`src/verilog/wdt_pkg.sv`:
```
// Constants and types of the 16-bit watchdog timer
package wdt_pkg;
    localparam logic [31:0] WDT_RELOAD_ADDR = 32'hFFFF0360;
    localparam logic [31:0] WDT_COUNT_ADDR = 32'hFFFF0364;
    localparam logic [31:0] WDT_CTRL_ADDR = 32'hFFFF0368;
    localparam logic [31:0] WDT_REFRESH_ADDR = 32'hFFFF036C;
    localparam logic [15:0] WDT_RELOAD_RST = 16'h0040;
    localparam logic [15:0] WDT_COUNT_RST = 16'h0040;
    localparam logic [15:0] WDT_CTRL_RST = 16'h0000;
    // Writable control bits: 8..5 and 3..0, bit 4 reserved
    localparam logic [15:0] WDT_CTRL_WMASK = 16'h01EF;
    localparam int WDT_BIT_UP = 8;
    localparam int WDT_BIT_EN = 7;
    localparam int WDT_BIT_PERIODIC = 6;
    localparam int WDT_BIT_WDOG = 5;
    localparam int WDT_BIT_PSC_HI = 3;
    localparam int WDT_BIT_PSC_LO = 2;
    localparam int WDT_BIT_IRQSEL = 1;
    localparam int WDT_BIT_PDSTOP = 0;
    localparam logic [1:0] WDT_PSC_DIV1 = 2'h0;
    localparam logic [1:0] WDT_PSC_DIV16 = 2'h1;
    localparam logic [1:0] WDT_PSC_DIV256 = 2'h2;
    localparam logic [7:0] WDT_PSC_LAST1 = 8'h00;
    localparam logic [7:0] WDT_PSC_LAST16 = 8'h0F;
    localparam logic [7:0] WDT_PSC_LAST256 = 8'hFF;
    localparam int WDT_LP_OSC_HZ = 32768;
    // 65536 counts * 256 / 32768 Hz
    localparam int WDT_MAX_TIMEOUT_S = 512;
    typedef enum logic [1:0]
    {
        WDT_MODE_NORMAL = 2'b01,
        WDT_MODE_WDOG = 2'b10
    } wdt_mode_type;
    typedef struct packed
    {
        wdt_mode_type mode;
        logic [15:0] ctrl;
        logic [15:0] reload;
        logic [15:0] count;
        logic [7:0] presc;
        logic [2:0] lp_sync;
        logic [1:0] dbg_sync;
        logic [1:0] srst_sync;
        logic irq;
        logic rst_req;
        logic [31:0] rdata;
    } wdt_state_type;
endpackage

```
`src/verilog/wdt_timer.sv`:
```
// 16-bit timer with normal and watchdog modes
`timescale 1ns/100ps
module wdt_timer
(
    // Clock and power-on reset
    input wire logic mclk,
    input wire logic rst,
    // Register port
    input wire logic [31:0] addr,
    input wire logic [31:0] wr_data,
    input wire logic wr_strobe,
    input wire logic rd_strobe,
    output logic [31:0] rd_data,
    // System side
    input wire logic lp_osc,
    input wire logic debug_halt,
    input wire logic sys_reset,
    input wire logic periph_powerdown,
    output logic timer_irq,
    output logic cpu_reset_req,
    output logic wdog_active
);
    wdt_pkg::wdt_state_type q;
    wdt_pkg::wdt_state_type d;
    logic lp_edge;
    logic halted;
    logic running;
    logic [1:0] psc_sel;
    logic psc_ok;
    logic [7:0] psc_last;
    logic step;
    logic in_wdog;
    logic wr_reload;
    logic wr_ctrl;
    logic wr_refresh;
    logic wd_zero;

    // Second and third stages only; the first feeds the second alone
    assign lp_edge = q.lp_sync[1] & ~q.lp_sync[2];
    assign halted = q.dbg_sync[1]
        | (periph_powerdown & q.ctrl[wdt_pkg::WDT_BIT_PDSTOP]);
    assign in_wdog = (q.mode == wdt_pkg::WDT_MODE_WDOG);
    // The watchdog runs regardless of the enable bit once armed
    assign running = in_wdog | q.ctrl[wdt_pkg::WDT_BIT_EN];
    assign psc_sel = q.ctrl[wdt_pkg::WDT_BIT_PSC_HI:wdt_pkg::WDT_BIT_PSC_LO];
    // Reserved prescale code stalls the counter rather than guess
    assign psc_ok = (psc_sel != 2'h3);
    assign wd_zero = (q.count <= 16'h0001);
    assign wr_reload = wr_strobe & (addr == wdt_pkg::WDT_RELOAD_ADDR);
    assign wr_ctrl = wr_strobe & (addr == wdt_pkg::WDT_CTRL_ADDR);
    assign wr_refresh = wr_strobe & (addr == wdt_pkg::WDT_REFRESH_ADDR);

    always_comb
    begin
        unique case (psc_sel)
            wdt_pkg::WDT_PSC_DIV16: psc_last = wdt_pkg::WDT_PSC_LAST16;
            wdt_pkg::WDT_PSC_DIV256: psc_last = wdt_pkg::WDT_PSC_LAST256;
            default: psc_last = wdt_pkg::WDT_PSC_LAST1;
        endcase
    end

    assign step = running & ~halted & lp_edge & psc_ok
        & (q.presc == psc_last);

    always_comb
    begin
        d = q;
        d.lp_sync = {q.lp_sync[1:0], lp_osc};
        d.dbg_sync = {q.dbg_sync[0], debug_halt};
        d.srst_sync = {q.srst_sync[0], sys_reset};
        d.rst_req = 1'b0;
        d.rdata = 32'h00000000;
        // Clear first so that a same-cycle event still sets the flag
        if (wr_refresh)
        begin
            d.irq = 1'b0;
        end
        if (running && !halted && lp_edge && psc_ok)
        begin
            d.presc = step ? 8'h00 : q.presc + 8'h01;
        end
        if (step)
        begin
            unique case (q.mode)
                wdt_pkg::WDT_MODE_NORMAL:
                begin
                    if (q.ctrl[wdt_pkg::WDT_BIT_UP])
                    begin
                        if (q.count == 16'hFFFF)
                        begin
                            d.irq = 1'b1;
                            d.count = q.ctrl[wdt_pkg::WDT_BIT_PERIODIC]
                                ? q.reload : 16'h0000;
                        end
                        else
                        begin
                            d.count = q.count + 16'h0001;
                        end
                    end
                    else
                    begin
                        if (q.count == 16'h0000)
                        begin
                            d.irq = 1'b1;
                            d.count = q.ctrl[wdt_pkg::WDT_BIT_PERIODIC]
                                ? q.reload : 16'hFFFF;
                        end
                        else
                        begin
                            d.count = q.count - 16'h0001;
                        end
                    end
                end
                wdt_pkg::WDT_MODE_WDOG:
                begin
                    if (wd_zero)
                    begin
                        // Restart so an unserviced watchdog keeps firing
                        d.count = q.reload;
                        if (q.ctrl[wdt_pkg::WDT_BIT_IRQSEL])
                        begin
                            d.irq = 1'b1;
                        end
                        else
                        begin
                            d.rst_req = 1'b1;
                        end
                    end
                    else
                    begin
                        d.count = q.count - 16'h0001;
                    end
                end
            endcase
        end
        // Only a power-on reset can release an armed watchdog
        if (q.srst_sync[1] && !in_wdog)
        begin
            d.ctrl = wdt_pkg::WDT_CTRL_RST;
            d.reload = wdt_pkg::WDT_RELOAD_RST;
            d.count = wdt_pkg::WDT_COUNT_RST;
            d.presc = 8'h00;
            d.irq = 1'b0;
        end
        if (wr_refresh && in_wdog)
        begin
            d.count = q.reload;
            d.presc = 8'h00;
        end
        if (wr_reload && !in_wdog)
        begin
            d.reload = wr_data[15:0];
        end
        if (wr_ctrl && !in_wdog)
        begin
            d.ctrl = wr_data[15:0] & wdt_pkg::WDT_CTRL_WMASK;
            d.presc = 8'h00;
            if (wr_data[wdt_pkg::WDT_BIT_WDOG])
            begin
                d.mode = wdt_pkg::WDT_MODE_WDOG;
                d.count = q.reload;
            end
        end
        if (rd_strobe)
        begin
            unique case (addr)
                wdt_pkg::WDT_RELOAD_ADDR: d.rdata = {16'h0000, q.reload};
                wdt_pkg::WDT_COUNT_ADDR: d.rdata = {16'h0000, q.count};
                wdt_pkg::WDT_CTRL_ADDR: d.rdata = {16'h0000, q.ctrl};
                default: d.rdata = 32'h00000000;
            endcase
        end
    end

    always_ff @(posedge mclk or posedge rst)
    begin
        if (rst)
        begin
            q.mode <= wdt_pkg::WDT_MODE_NORMAL;
            q.ctrl <= wdt_pkg::WDT_CTRL_RST;
            q.reload <= wdt_pkg::WDT_RELOAD_RST;
            q.count <= wdt_pkg::WDT_COUNT_RST;
            q.presc <= 8'h00;
            q.lp_sync <= 3'h0;
            q.dbg_sync <= 2'h0;
            q.srst_sync <= 2'h0;
            q.irq <= 1'b0;
            q.rst_req <= 1'b0;
            q.rdata <= 32'h00000000;
        end
        else
        begin
            q <= d;
        end
    end

    assign rd_data = q.rdata;
    assign timer_irq = q.irq;
    assign cpu_reset_req = q.rst_req;
    assign wdog_active = q.mode[1];
endmodule

```
`config.mk`:
```
export PLATFORM = sky130hd
export DESIGN_NAME = wdt_timer
export DESIGN_NICKNAME = d
export VERILOG_FILES = /design/src/verilog/wdt_pkg.sv /design/src/verilog/wdt_timer.sv
export SDC_FILE = /design/constraint.sdc
export NUM_CORES = 1
export LEC_CHECK = 0
export BUFFER_PORTS_ARGS = -buffer_cell sky130_fd_sc_hd__clkbuf_2
export CORE_MARGIN = 2
export CORE_UTILIZATION = 56
export CTS_CLUSTER_DIAMETER = 60
export DETAILED_ROUTE_END_ITERATION = 10
export PLACE_DENSITY = 0.81
export SYNTH_ARGS = -nofsm -noshare
export SYNTH_HDL_FRONTEND = slang
export SYNTH_SLANG_ARGS = --single-unit
export TNS_END_PERCENT = 30
```
`constraint.sdc`:
```
create_clock -name mclk -period 3.2 [get_ports mclk]
set_input_delay 0.64 -clock mclk [delete_from_list [all_inputs] [get_ports mclk]]
set_output_delay 0.64 -clock mclk [all_outputs]
set_load 0.02 [all_outputs]
```
# Word level (Yosys, flattened, before mapping)
# Index checks and enable logic that the tools add are counted.
# Widths: inputs -> output; s select.
dict set report word_totals {
  register_bits 99
  memories 0
  romBits 0
  in_bits 72
  latch_bits 0
  elab_cells 83
  mem_bits_rw 0
}
dict set report op_classes {
  reduce_logical 14
  n_eq_ne 11
  bitwise_logic 13
  mux 30
  n_mul 0
  n_addsub 3
  magnitude_cmp 1
  n_div 0
  shifts 0
}
# operator n
set op_table {}
lappend op_table {{$mux 16} 11}
lappend op_table {{$eq 32x32->1 const B} 4}
lappend op_table {{$mux 56} 1}
lappend op_table {{$mux 24} 2}
lappend op_table {{$pmux 16 s3} 1}
lappend op_table {{$pmux 16 s2} 1}
lappend op_table {{$add 16x1->16 const B} 1}
lappend op_table {{$eq 16x16->1 const B} 1}
lappend op_table {{$le 16x1->1 const B} 1}
lappend op_table {{$logic_not 16->1} 1}
lappend op_table {{$mux 8} 2}
lappend op_table {{$pmux 8 s2} 1}
lappend op_table {{$sub 16x1->16 const B} 1}
lappend op_table {{$and 1x1->1} 9}
lappend op_table {{$add 8x1->8 const B} 1}
lappend op_table {{$eq 8x8->1} 1}
lappend op_table {{$mux 1} 8}
lappend op_table {{$logic_and 1x1->1} 7}
lappend op_table {{$eq 2x1->1 const B} 2}
lappend op_table {{$eq 2x2->1 const B} 2}
lappend op_table {{$mux 2} 2}
lappend op_table {{$reduce_bool 2->1} 2}
lappend op_table {{$reduce_bool 4->1} 1}
lappend op_table {{$logic_not 1->1} 2}
lappend op_table {{other kinds (5)} 7}

# Logic depth before layout (Yosys ltp)
dict set report logic_depth {
  word_depth 13
  ltp_mapped 10
  mapped_depth_nobuf 8
}

# Worst setup path before layout
# No wires, ideal clock.
dict set report synth_timing {
  path_kind {input to register}
  startpoint {input addr[13]}
  endpoint {register q[47] in the netlist's numbering}
  t_required_ps 3122
  setup_ps 78
  arrival_ps 2618
  slack_ps 503
  n_path_buf 0
  path_stages 6
  path_cell_list {or4_1 or4_4 nor4_4 o2111ai_2 or3_1 a21oi_1}
}
dict set report synth_between {
  elab_chain_cells 5
}
# element line_no
set synth_lines {}
lappend synth_lines {{start, declared} wdt_timer.sv:9} ;# input wire logic [31:0] addr,
lappend synth_lines {{$eq 32x32->1} wdt_timer.sv:51} ;# assign wr_refresh = wr_strobe & (addr == wdt_pkg::WDT_REFRESH_ADDR);
lappend synth_lines {{$and 1x1->1} wdt_timer.sv:51}
lappend synth_lines {{$logic_and 1x1->1} wdt_timer.sv:145} ;# if (wr_refresh && in_wdog)
lappend synth_lines {{$mux 24} wdt_timer.sv:145}
lappend synth_lines {{$mux 24} wdt_timer.sv:154} ;# if (wr_ctrl && !in_wdog)
lappend synth_lines {{end, declared} wdt_timer.sv:23} ;# wdt_pkg::wdt_state_type q;
# Parallel ways exist; a longest one is shown, timed or not.
# A chain may end at the register's enable or synchronous reset.

==> results.json <==
{
  "worst_pin_slew_ns": 1.00,
  "placementRows": 36,
  "setup_tns_ns": 0,
  "die-area_mm2": 0.0106,
  "vias": 5587,
  "cts_buffers": 9,
  "yosys.area.top_type": "dfrtp_1",
  "grt_max_degree": 40,
  "fin_skew_ns": 0.0131,
  "fin_crit_ns": 2.94,
  "fin_nets": 794,
  "syn_area_mm2": 0.00546,
  "place.gp.congestion": 1.00,
  "irDropWorstVdd_mv": 0.221,
  "async_flop_share_pct": 100,
  "synth_seq_cells": 75,
  "wl_per_cell_um": 20.7,
  "crit_required_ns": 3.47,
  "final_max_slew_viol_count": 0,
  "grt_usage_pct": 34.9,
  "drt-initial-drc-count": 724,
  "hp-start": "d[37]",
  "grt_pass1_wl_um": 27800,
  "r2r_cells": 8,
  "ant_nets": 0,
  "drt_wl_total_um": 17600,
  "yosys_warnings": 0,
  "syn_inst": 670,
  "setup_viol": 0,
  "remaining_drc_errors": 0,
  "ys_seq_area_share_pct": 34.4,
  "yosys-top-cells-count": "dfrtp_1, nand2_1, nor2_1",
  "outcome": "finished clean",
  "synth_top_area_share_pct": 33.0,
  "synth-edff-count": 0,
  "num-fill-cells": 861,
  "worstHoldPathType": "flop to flop",
  "start_kind": "flop",
  "vias_per_cell": 6.54,
  "clockBufferDepth": 2,
  "p_per_area_mw_per_mm2": 322,
  "cellLeakagePower_nw": 2.65,
  "port-buffer-count": 74,
  "drv_cap": 0,
  "cts.sinks": 75,
  "clk_pin_slew_ns": 0.09,
  "num_io_pins": 107,
  "area_delta_synth_final_pct": 11.4,
  "grt.met1_usage_pct": 48.1,
  "drive_above_1_share_pct": 19.8,
  "holdBufCountCts": 0,
  "r2r_slack_ns": 0.26,
  "fmax_ghz": 0.340,
  "r2r_end": "q[52]",
  "gr-max-usage-layer": "met2",
  "synth_most_common_cell": "dfrtp_1",
  "antenna_found_initial": 0,
  "core-area_mm2": 0.00964,
  "first_pass_iters": 6,
  "die_h_um": 103,
  "cts_tree": "yes",
  "antennaDiodeCount": 0,
  "arrival_ns": 3.21,
  "grt_remaining_overflow": 0,
  "initial_core_util_pct": 56.7,
  "r2r_start": "q[49]",
  "crit_fanout": 15,
  "fin_crit_sh_pct": 91.8,
  "post_cts_buffers": 0,
  "cts_max_level": 3,
  "final_core_util_pct": 63.1,
  "netlist_top_cells_area": "dfrtp_1, buf_4, nand2_1",
  "grt_pass1_vias": 5195,
  "whs_path_depth": 0,
  "hold_ws_ns": 0.352,
  "insertion_delay_ns": 0.37,
  "rsz0062_at_grt": "false",
  "whs_endpoint": "q[37]",
  "worstSetupPathType": "flop to flop",
  "end_kind": "flop",
  "yosysUniqueCellTypes": 64,
  "synthFlopType": "dfrtp_1",
  "die_w_um": 103,
  "relSlewSlack_pct": 32.8,
  "cts_resized": 0,
  "use_met2_pct": 52.8,
  "hpwlAfterDp_um": 12300,
  "hold_violations": 0,
  "syn_area_per_cell_um2": 8.15,
  "clock_tree.root_cell": "clkbuf_8",
  "use_met3_pct": 7.86
}
-- per-stage QoR --
stage                     instance area, um^2  instances  power (mW)  worst slack (ns)
after CTS                                6080        854        1.96             0.353
after global routing                     6080        854        2.01             0.192
after detailed placement                 5850        838        1.09             0.192
final                                    6080        854        1.96             0.261
after floorplan                          5520        685        1.05             0.503
after global placement                   5850        838        1.09             0.278
-- critical path, cell delays in order, from the launching register on --
cell and delay, ns:
dfrtp_1 0.60, inv_1 0.16, ha_1 0.40, nor2_1 0.15
or4_1 0.72, nor3_1 0.26, nor3_1 0.07, a211o_1 0.28
a22o_1 0.20
-- layout by cell type (no fill, tap or decap), types with 4 or more instances in the layout --
master / count
a211oi_1: 9
a21oi_1: 37
a22o_1: 4
a31oi_1: 14
and4_1: 6
buf_4: 33
clkbuf_2: 74
clkbuf_8: 12
conb_1: 16
dfrtp_1: 72
ha_1: 6
inv_1: 25
mux2_2: 5
mux2i_1: 22
nand2_1: 60
nand2b_1: 6
nand3_1: 29
nand3b_1: 4
nand4_1: 16
nor2_1: 56
nor2b_1: 5
nor3_1: 20
nor3b_1: 6
nor4_1: 12
o211ai_1: 15
o21a_1: 6
o21ai_0: 43
o31ai_1: 9
or3_1: 5
or4_1: 8
xnor2_1: 9
xor2_1: 15
-- state kept, by name, summed over array words and instances, names as in the netlist --
register / count
wdog_active: 1
rd_data: 16
psc_sel: 2
cpu_reset_req: 1
timer_irq: 1
d: 4
q: 50
-- worst max path at each step --
stage | start | to | slack (ns) | depth (start not counted)
floorplan | addr[13] | q[47] | 0.50 | 6
global placement | addr[13] | q[44] | 0.28 | 8
detailed placement | addr[13] | q[44] | 0.19 | 8
CTS | q[49] | q[52] | 0.35 | 8
global route | q[49] | q[52] | 0.19 | 8
finish | q[49] | q[52] | 0.26 | 8
-- power by group --
| group | internal (mW) | switching (mW) |
|---|---|---|
| registers | 0.951 | 0.00138 |
| clock network | 0.506 | 0.384 |
| logic | 0.0377 | 0.0796 |
-- layout make-up --
class	count	area, um^2	share of cell area (%)
Clock inverter	3	68.8	1.13
Multi-Input combinational cell	497	3080	50.7
Clock buffer	13	169	2.78
Tap cell	133	166	2.74
Sequential cell	75	1880	30.9
Inverter	26	97.6	1.60
Timing Repair Buffer	107	618	10.2
-- per-layer routing --
layer / share of wire (%) / up-vias
li1: - / 2479
met1: 40 / 2624
met2: 44 / 393
met3: 12 / 91
met4: 4.3 / 0
met5: 0 / -
-- logic make-up after synthesis --
family	after synthesis	synth area share, %
AO/OA/AOI/OAI	171	20.6
XOR/XNOR	24	3.85
adder cells (fa/ha/maj)	6	1.37
buffers and inverters	113	10.1
flip-flops	75	34.4
multiplexers	27	5.06
other	1	0.0687
AND/OR/NAND/NOR	253	24.5
(Power assumes the default switching activity.)
